[config.mk]
export PLATFORM = sky130hd
export DESIGN_NAME = qrxc_top
export DESIGN_NICKNAME = d
export VERILOG_FILES = /design/src/rtl/qrxc_pkg.sv /design/src/rtl/qrxc_top.sv /design/src/rtl/qrxc_pause.sv /design/src/rtl/qrxc_filter.sv
export SDC_FILE = /design/constraint.sdc
export NUM_CORES = 1
export LEC_CHECK = 0
export BUFFER_PORTS_ARGS = -buffer_cell sky130_fd_sc_hd__buf_2
export CAP_MARGIN = 15
export CORE_UTILIZATION = 45
export DETAILED_ROUTE_END_ITERATION = 16
export PLACE_DENSITY = 0.79
export SETUP_SLACK_MARGIN = 0.15
export SLEW_MARGIN = 15
export SYNTH_ARGS = -nofsm -noshare
export SYNTH_HDL_FRONTEND = slang
export SYNTH_HIERARCHICAL = 1
export SYNTH_SLANG_ARGS = --single-unit
[constraint.sdc]
create_clock -name core_clk -period 6.5 [get_ports core_clk]
set_input_delay 0.975 -clock core_clk [delete_from_list [all_inputs] [get_ports core_clk]]
set_output_delay 0.975 -clock core_clk [all_outputs]
set_load 0.01 [all_outputs]
[src/rtl/qrxc_pkg.sv]
// qrxc_pkg: constants for the receive control two / transmit queue free space block
// assumes a 16-bit register port with byte addresses and word-aligned accesses
package qrxc_pkg;
   localparam logic [8:0]  ADDR_RX_CTRL_TWO   = 9'h176;
   localparam logic [8:0]  ADDR_TXQ_FREE      = 9'h178;
   localparam logic [8:0]  ADDR_RSVD_GAP      = 9'h17a;
   localparam int          BIT_PAUSE_TMR_EN   = 8;
   localparam int          BIT_FRAG_PASS      = 4;
   localparam int          BIT_UDP_LITE_EN    = 2;
   localparam int          BIT_ICMP_CHECK     = 1;
   localparam int          BIT_SRC_FILTER     = 0;
   localparam logic [15:0] RX_CTRL_TWO_WMASK  = 16'h0117;
   localparam logic [15:0] RX_CTRL_TWO_RESET  = 16'h0114;
   localparam int          FREE_W             = 13;
   localparam logic [12:0] FREE_RESET         = 13'h1800;
   localparam logic [12:0] CTRL_WORD_BYTES    = 13'h0004;
   localparam int          PAUSE_TIME_NS      = 655360;
   localparam int          CLK_PERIOD_NS      = 10;
   localparam int          PAUSE_CYCLES       = PAUSE_TIME_NS / CLK_PERIOD_NS;
   typedef enum logic [1:0] {
      QRXC_P_IDLE  = 2'b00,
      QRXC_P_SEND  = 2'b01,
      QRXC_P_TIMER = 2'b10
   } qrxc_pause_t;
endpackage

[src/rtl/qrxc_top.sv]
// qrxc_top: receive control two and transmit queue free space registers with their datapath hooks
// assumes a synchronous 16-bit register port on core_clk; host writes and reads whole words
`timescale 1ns/1ps
module qrxc_top #(
   parameter int          PAUSE_CYCLES = qrxc_pkg::PAUSE_CYCLES,
   parameter logic [12:0] TXQ_BYTES    = qrxc_pkg::FREE_RESET
) (
   input  wire logic        core_clk,
   input  wire logic        rstn,
   input  wire logic [8:0]  reg_addr,
   input  wire logic        reg_wr,
   input  wire logic        reg_rd,
   input  wire logic [15:0] reg_wdata,
   output logic      [15:0] reg_rdata,
   input  wire logic [47:0] station_addr,
   input  wire logic        rxq_above_low,
   input  wire logic        rxq_near_high,
   input  wire logic        pause_ack,
   output logic             pause_req,
   output logic             pause_timer_running,
   input  wire logic        frame_done,
   input  wire logic [47:0] frame_src_addr,
   input  wire logic        is_ipv6_udp_frag,
   input  wire logic        is_udp_lite,
   input  wire logic        is_icmp,
   input  wire logic        is_ip_fragment,
   input  wire logic        csum_bad,
   output logic             frame_drop,
   output logic             frame_verdict,
   output logic             tx_udp_lite_gen,
   input  wire logic        txq_wr_byte,
   input  wire logic        txq_frame_start,
   input  wire logic        tx_release,
   input  wire logic [12:0] tx_release_bytes
);
   initial if (TXQ_BYTES == 13'h0000) $error("transmit queue size must be nonzero");

   logic [15:0] rx_ctrl_two_r;
   logic [12:0] free_bytes_r;
   logic [14:0] free_calc;

   // register writes, reserved bits stay at their constant values
   always_ff @(posedge core_clk or negedge rstn)
   begin
      if (!rstn)
         rx_ctrl_two_r <= qrxc_pkg::RX_CTRL_TWO_RESET;
      else if (reg_wr && reg_addr == qrxc_pkg::ADDR_RX_CTRL_TWO)
         rx_ctrl_two_r <= reg_wdata & qrxc_pkg::RX_CTRL_TWO_WMASK;
   end

   // free space: release adds back, host bytes and control word subtract
   // two spare bits: bit 14 flags underflow, bit 13 a large release sum
   always_comb
   begin
      free_calc = {2'b00, free_bytes_r};
      if (tx_release)
         free_calc = free_calc + {2'b00, tx_release_bytes};
      if (txq_wr_byte)
         free_calc = free_calc - 15'h0001;
      if (txq_frame_start)
         free_calc = free_calc - {2'b00, qrxc_pkg::CTRL_WORD_BYTES};
   end

   always_ff @(posedge core_clk or negedge rstn)
   begin
      if (!rstn)
         free_bytes_r <= qrxc_pkg::FREE_RESET;
      else if (free_calc[14])
         free_bytes_r <= 13'h0000;
      else if (free_calc[13:0] > {1'b0, TXQ_BYTES})
         free_bytes_r <= TXQ_BYTES;
      else
         free_bytes_r <= free_calc[12:0];
   end

   // read mux: unmapped and reserved addresses read zero
   always_ff @(posedge core_clk or negedge rstn)
   begin
      if (!rstn)
         reg_rdata <= 16'h0000;
      else if (reg_rd && reg_addr == qrxc_pkg::ADDR_RX_CTRL_TWO)
         reg_rdata <= rx_ctrl_two_r;
      else if (reg_rd && reg_addr == qrxc_pkg::ADDR_TXQ_FREE)
         reg_rdata <= {3'h0, free_bytes_r};
      else
         reg_rdata <= 16'h0000;
   end

   assign tx_udp_lite_gen = rx_ctrl_two_r[qrxc_pkg::BIT_UDP_LITE_EN];

   qrxc_pause #(
      .PAUSE_CYCLES (PAUSE_CYCLES)
   ) u_pause (
      .core_clk           (core_clk),
      .rstn               (rstn),
      .pause_timer_enable (rx_ctrl_two_r[qrxc_pkg::BIT_PAUSE_TMR_EN]),
      .rxq_above_low      (rxq_above_low),
      .rxq_near_high      (rxq_near_high),
      .pause_ack          (pause_ack),
      .pause_req          (pause_req),
      .timer_running      (pause_timer_running)
   );

   qrxc_filter u_filter (
      .core_clk         (core_clk),
      .rstn             (rstn),
      .frag_pass        (rx_ctrl_two_r[qrxc_pkg::BIT_FRAG_PASS]),
      .udp_lite_en      (rx_ctrl_two_r[qrxc_pkg::BIT_UDP_LITE_EN]),
      .icmp_check       (rx_ctrl_two_r[qrxc_pkg::BIT_ICMP_CHECK]),
      .src_filter       (rx_ctrl_two_r[qrxc_pkg::BIT_SRC_FILTER]),
      .station_addr     (station_addr),
      .frame_done       (frame_done),
      .frame_src_addr   (frame_src_addr),
      .is_ipv6_udp_frag (is_ipv6_udp_frag),
      .is_udp_lite      (is_udp_lite),
      .is_icmp          (is_icmp),
      .is_ip_fragment   (is_ip_fragment),
      .csum_bad         (csum_bad),
      .frame_drop       (frame_drop),
      .frame_verdict    (frame_verdict)
   );

   reset_val_a: assert property (@(posedge core_clk)
      $rose(rstn) |-> rx_ctrl_two_r == qrxc_pkg::RX_CTRL_TWO_RESET && free_bytes_r == qrxc_pkg::FREE_RESET)
      else $error("wrong reset value");
   free_write_a: assert property (@(posedge core_clk) disable iff (!rstn)
      txq_wr_byte && !txq_frame_start && !tx_release && free_bytes_r != 13'h0000 |=>
      free_bytes_r == $past(free_bytes_r) - 13'h0001)
      else $error("free space not reduced by a written byte");
   ctrl_word_a: assert property (@(posedge core_clk) disable iff (!rstn)
      txq_frame_start && !txq_wr_byte && !tx_release && free_bytes_r >= qrxc_pkg::CTRL_WORD_BYTES |=>
      free_bytes_r == $past(free_bytes_r) - qrxc_pkg::CTRL_WORD_BYTES)
      else $error("control word not accounted");
   free_read_a: assert property (@(posedge core_clk) disable iff (!rstn)
      reg_rd && reg_addr == qrxc_pkg::ADDR_TXQ_FREE |=> reg_rdata == {3'h0, $past(free_bytes_r)})
      else $error("free space read mismatch");
   wr_read_c: cover property (@(posedge core_clk) disable iff (!rstn)
      reg_wr && reg_addr == qrxc_pkg::ADDR_RX_CTRL_TWO ##1 reg_rd && reg_addr == qrxc_pkg::ADDR_RX_CTRL_TWO);
   release_c: cover property (@(posedge core_clk) disable iff (!rstn) tx_release);
endmodule

[src/rtl/qrxc_pause.sv]
// qrxc_pause: pause frame sequencing driven by receive queue water marks
// assumes the water mark flags are produced by logic on core_clk
`timescale 1ns/1ps
module qrxc_pause #(
   parameter int PAUSE_CYCLES = qrxc_pkg::PAUSE_CYCLES
) (
   input  wire logic core_clk,
   input  wire logic rstn,
   input  wire logic pause_timer_enable,
   input  wire logic rxq_above_low,
   input  wire logic rxq_near_high,
   input  wire logic pause_ack,
   output logic      pause_req,
   output logic      timer_running
);
   initial if (PAUSE_CYCLES < 2) $error("pause cycles too small");
   qrxc_pkg::qrxc_pause_t state_r;
   logic [31:0]           cnt_r;
   wire                   expired = (cnt_r == 32'h0000_0000);

   always_ff @(posedge core_clk or negedge rstn)
   begin
      if (!rstn)
      begin
         state_r <= qrxc_pkg::QRXC_P_IDLE;
         cnt_r   <= 32'h0000_0000;
      end
      else
      begin
         case (state_r)
            qrxc_pkg::QRXC_P_IDLE:
               if (rxq_near_high)
                  state_r <= qrxc_pkg::QRXC_P_SEND;
            qrxc_pkg::QRXC_P_SEND:
               if (pause_ack)
               begin
                  state_r <= pause_timer_enable ? qrxc_pkg::QRXC_P_TIMER : qrxc_pkg::QRXC_P_IDLE;
                  cnt_r   <= 32'(PAUSE_CYCLES - 1);
               end
            qrxc_pkg::QRXC_P_TIMER:
               if (!rxq_above_low || !pause_timer_enable)
                  state_r <= qrxc_pkg::QRXC_P_IDLE;
               else if (expired)
                  state_r <= qrxc_pkg::QRXC_P_SEND;
               else
                  cnt_r <= cnt_r - 32'h0000_0001;
            default:
               state_r <= qrxc_pkg::QRXC_P_IDLE;
         endcase
      end
   end

   assign pause_req     = (state_r == qrxc_pkg::QRXC_P_SEND);
   assign timer_running = (state_r == qrxc_pkg::QRXC_P_TIMER);

   timer_stop_a: assert property (@(posedge core_clk) disable iff (!rstn)
      timer_running && !rxq_above_low |=> !timer_running)
      else $error("pause timer kept running below low mark");
   resend_a: assert property (@(posedge core_clk) disable iff (!rstn)
      timer_running && expired && rxq_above_low && pause_timer_enable |=> pause_req)
      else $error("no further pause after expiry");
   high_send_a: assert property (@(posedge core_clk) disable iff (!rstn)
      state_r == qrxc_pkg::QRXC_P_IDLE && rxq_near_high |=> pause_req)
      else $error("pause not requested near high mark");
   resend_c: cover property (@(posedge core_clk) disable iff (!rstn) timer_running ##1 pause_req);
endmodule

[src/rtl/qrxc_filter.sv]
// qrxc_filter: per-frame keep/drop and checksum decisions from receive control two
// assumes frame attributes are valid on the cycle frame_done pulses
`timescale 1ns/1ps
module qrxc_filter (
   input  wire logic        core_clk,
   input  wire logic        rstn,
   input  wire logic        frag_pass,
   input  wire logic        udp_lite_en,
   input  wire logic        icmp_check,
   input  wire logic        src_filter,
   input  wire logic [47:0] station_addr,
   input  wire logic        frame_done,
   input  wire logic [47:0] frame_src_addr,
   input  wire logic        is_ipv6_udp_frag,
   input  wire logic        is_udp_lite,
   input  wire logic        is_icmp,
   input  wire logic        is_ip_fragment,
   input  wire logic        csum_bad,
   output logic             frame_drop,
   output logic             frame_verdict
);
   logic csum_ignored;
   logic drop_nxt;

   always_comb
   begin
      csum_ignored = (is_ipv6_udp_frag && frag_pass)
                   || (is_udp_lite && !udp_lite_en);
      drop_nxt = 1'b0;
      if (src_filter && frame_src_addr == station_addr)
         drop_nxt = 1'b1;
      else if (is_icmp && !is_ip_fragment)
         drop_nxt = icmp_check && csum_bad;
      else if (is_udp_lite)
         drop_nxt = udp_lite_en && csum_bad;
      else if (!csum_ignored)
         drop_nxt = 1'b0;
   end

   always_ff @(posedge core_clk or negedge rstn)
   begin
      if (!rstn)
      begin
         frame_drop    <= 1'b0;
         frame_verdict <= 1'b0;
      end
      else
      begin
         frame_verdict <= frame_done;
         frame_drop    <= frame_done & drop_nxt;
      end
   end

   src_drop_a: assert property (@(posedge core_clk) disable iff (!rstn)
      frame_done && src_filter && frame_src_addr == station_addr |=> frame_verdict && frame_drop)
      else $error("own source frame not dropped");
   icmp_keep_a: assert property (@(posedge core_clk) disable iff (!rstn)
      frame_done && is_icmp && !icmp_check && !src_filter |=> !frame_drop)
      else $error("icmp frame dropped with check off");
   frag_pass_a: assert property (@(posedge core_clk) disable iff (!rstn)
      frame_done && is_ipv6_udp_frag && frag_pass && !is_udp_lite && !is_icmp && !src_filter |=> !frame_drop)
      else $error("ipv6 udp fragment dropped");
   lite_off_a: assert property (@(posedge core_clk) disable iff (!rstn)
      frame_done && is_udp_lite && !udp_lite_en && !is_icmp && !src_filter |=> !frame_drop)
      else $error("udp lite checked while disabled");
   icmp_drop_c: cover property (@(posedge core_clk) disable iff (!rstn) frame_done && is_icmp ##1 frame_drop);
endmodule

==> out/qor.csv <==
stage,metric,value,unit
placed_design,pre_cts_ws,1.32,ns
logic_synthesis,synth_area_leaders,"dfrtp_1 28%, xnor2_1 7.9%, xor2_1 3.8%, ha_1 3.6%, nand2_1 2.6%",
final_layout,nets,903,
route,first_pass_iters,5,
worst_hold_path,holdCritPathClass,reg2reg,
floorplanning,initial_core_util,46.1,%
worst_setup_path,cp.required,6.67,ns
worst_setup_path,setup.worst_path.start_class,input port,
logic_synthesis,netlist_area,5540,um2
logic_synthesis,synth_cell_types,101,
worst_setup_path,crit_fanout,11,
logic_synthesis,avgSynthCellArea,9.40,um2
global_routing,grt_pass1_wl,21.2,mm
worst_hold_path,hold_depth,1,
route,drc,0,
clock_network,clock_tree.root_cell,clkbuf_16,
clock_network,cts_tree,yes,
logic_synthesis,yosysWarnings,6,
logic_synthesis,synth_common_cells,"62 x dfrtp_1, 50 x xnor2_1, 38 x nand2_1, 38 x nor2_1, 24 x xor2_1",
logic_synthesis,post-synth-top-area-cell,dfrtp_1,
sta,slew_violations,0,
sta,max_freq,0.207,GHz
floorplanning,dieArea,12700,um2
sta,period_minus_slack,4.82,ns
logic_synthesis,synth_seq_cells,67,
floorplanning,die_x,113,um
global_routing,track_usage,20.7,%
clock_network,clk_pin_slew,0.06,ns
pwr,leakage,2.91,nW
route,antenna_left,0,
global_routing,grt_max_degree,68,
run,max-cap-violations,0,
sta,fin_worst_skew,0.00814,ns
sta,post-route-worst-setup-slack,1.68,ns
route,vias_per_cell,5.66,
worst_setup_path,end_kind,flip-flop,
clock_network,clockBufferDepth,2,
sta,rsz0062_at_grt,false,
clock_network,cts_made_buffers,9,
worst_setup_path,reg2reg_slack,1.96,ns
global_routing,overflow,0,
floorplanning,rows,40,
route,routed_wirelength,13.3,mm
worst_setup_path,reg2reg_to,free_bytes_r[10],
worst_setup_path,worstRegToRegCells,14,
route,drt_iter0_markers,345,
pwr,power,1.86,mW
sta,setup_tns,0,ns
clock_network,postCtsSetupBuffers,0,
global_routing,antenna_found_initial,0,
status,status,finished clean,
logic_synthesis,synth-main-ff-cell,dfrtp_1,
logic_synthesis,syn_inst,589,
sta,hold_viol,0,
floorplanning,dieHeight,113,um
worst_setup_path,worstPathArrival,4.99,ns
placed_design,portBuffers,155,
worst_setup_path,worstSetupPathType,in2reg,
floorplanning,core,12000,um2
clock_network,ctsHoldBuffers,0,
sta,slew_headroom,26.8,%
placed_design,hpwl,10.5,mm
logic_synthesis,synth-edff-count,0,
sta,min_period_over_period,74.2,%
floorplanning,ioPinCount,171,
worst_hold_path,hp-start,u_pause/cnt_r[19],
clock_network,cts_resized,0,
logic_synthesis,yosys.area.top_type_share,28.0,%
pwr,power_density,280,nW/um2
final_layout,synthToLayoutAreaGrowth,19.8,%
clock_network,cts_sinks,67,
worst_hold_path,holdPathEnd,u_pause/cnt_r[19],
pwr,peakVddDrop,0.128,mV
final_layout,drive_above_1_share,32.2,%
route,vias,5018,
final_layout,n_antenna_cell,0,
sta,worst_pin_slew,1.09,ns
route,wl_per_cell,15.0,um
worst_setup_path,r2r_start,free_bytes_r[0],
placed_design,place.gp.congestion,0.869,
logic_synthesis,synthArstFlopShare,100,%
clock_network,clk_latency,0.33,ns
sta,setup_viol,0,
global_routing,first_global_vias,4520,
logic_synthesis,synth_seq_area_share,30.4,%
logic_synthesis,yosysMostFrequentCell,dfrtp_1,
clock_network,htree_num_levels,3,
==> area by class of cell <==
type | instances | area (um2)
fill | 1074 | 5380
multi-input combinational | 485 | 3640
sequential | 67 | 1680
timing repair buffer | 157 | 791
clock buffer | 9 | 225
tap | 147 | 184
inverter | 16 | 60.1
clock inverter | 6 | 42.5
==> power by group <==
group | switching [mW] | internal, mW
clock | 0.183 | 0.256
sequential | 0.0413 | 0.458
combinational | 0.515 | 0.405
total | 0.740 | 1.12
==> layer usage <==
layer | vias up | GRT usage, % | part of all wire [%]
met1 | 2363 | 27.6 | 45
li1 | 2501 | - | -
met2 | 136 | 35.1 | 49
met3 | 18 | 2.25 | 4.2
met5 | - | 0 | 0
met4 | 0 | 7.46 | 1.7
==> per-stage QoR <==
step / hold WS, ns / utilization, % / instance area [um2] / instances
after global placement: 0.465 / 53.0 / 6360 / 872
after floorplan: 0.443 / - / 5540 / 591
final: 0.479 / 55.2 / 6630 / 887
after CTS: 0.482 / 55.2 / 6630 / 887
after detailed placement: 0.474 / 53.0 / 6360 / 872
after global routing: 0.506 / 55.2 / 6630 / 887
==> cells in the final DEF, fill, tap and decap left out, types with 7 or more instances in the layout <==
cell | synthesis | routed
a21o_1 | 8 | 8
a21oi_1 | 21 | 21
a22o_1 | 7 | 7
and2_1 | 18 | 18
buf_2 | 4 | 155
clkbuf_16 | 0 | 9
dfrtp_1 | 62 | 62
ha_1 | 16 | 16
inv_1 | 16 | 16
mux2_2 | 7 | 7
mux2i_1 | 12 | 12
nand2_1 | 38 | 38
nand3_1 | 16 | 16
nand4_1 | 16 | 16
nor2_1 | 38 | 38
nor3_1 | 16 | 16
nor4_1 | 14 | 13
nor4_2 | 9 | 10
o211ai_1 | 7 | 7
o21ai_0 | 17 | 17
or4_1 | 7 | 7
xnor2_1 | 50 | 50
xor2_1 | 24 | 24
==> sequential cells by signal, indices dropped and copies added (netlist names) <==
| name | cells |
|---|---|
| u_pause/cnt_r | 32 |
| free_bytes_r | 13 |
| reg_rdata | 13 |
| rx_ctrl_two_r | 5 |
| u_pause/state_r | 2 |
| u_filter/frame_drop | 1 |
| u_filter/frame_verdict | 1 |
==> cells by family (layout without fill, tap and decap cells) <==
logic type / count (synthesis) / count (layout) / synth area share [%]
and+or+nand+nor: 247 / 247 / 29.0
AOI/OAI and AO/OA: 123 / 123 / 16.6
xor gates and xnor gates: 76 / 76 / 12.3
DFF: 67 / 67 / 30.4
buffers and inverters: 39 / 188 / 4.02
muxes: 19 / 19 / 3.59
adders and majority gates: 17 / 17 / 3.98
other: 1 / 3 / 0.0677
==> how the worst max path moves through the flow <==
stage	from	end	slack, ns	depth (start not counted)
6_report	tx_release_bytes[3]	free_bytes_r[10]	1.68	17
5_1_grt	tx_release_bytes[0]	free_bytes_r[10]	1.29	17
4_1_cts	tx_release_bytes[0]	free_bytes_r[10]	1.67	15
3_5_place_dp	tx_release_bytes[0]	free_bytes_r[10]	1.32	15
3_3_place_gp	tx_release_bytes[0]	free_bytes_r[10]	1.40	15
2_1_floorplan	tx_release_bytes[2]	free_bytes_r[0]	2.07	17
==> critical path: stages <==
cell and delay [ns]:
buf_2 0.12, ha_1 0.38, or3b_1 0.36, a31o_1 0.26, and2_1 0.21, xnor2_1 0.33
inv_1 0.08, ha_1 0.24, and2_0 0.26, o21ai_0 0.20, a21oi_1 0.09, a41o_1 0.23
xnor2_1 0.15, nand4_1 0.11, nor4_2 0.07, nor3b_2 0.78, nor4b_1 0.14
(Power assumes the default switching activity.)
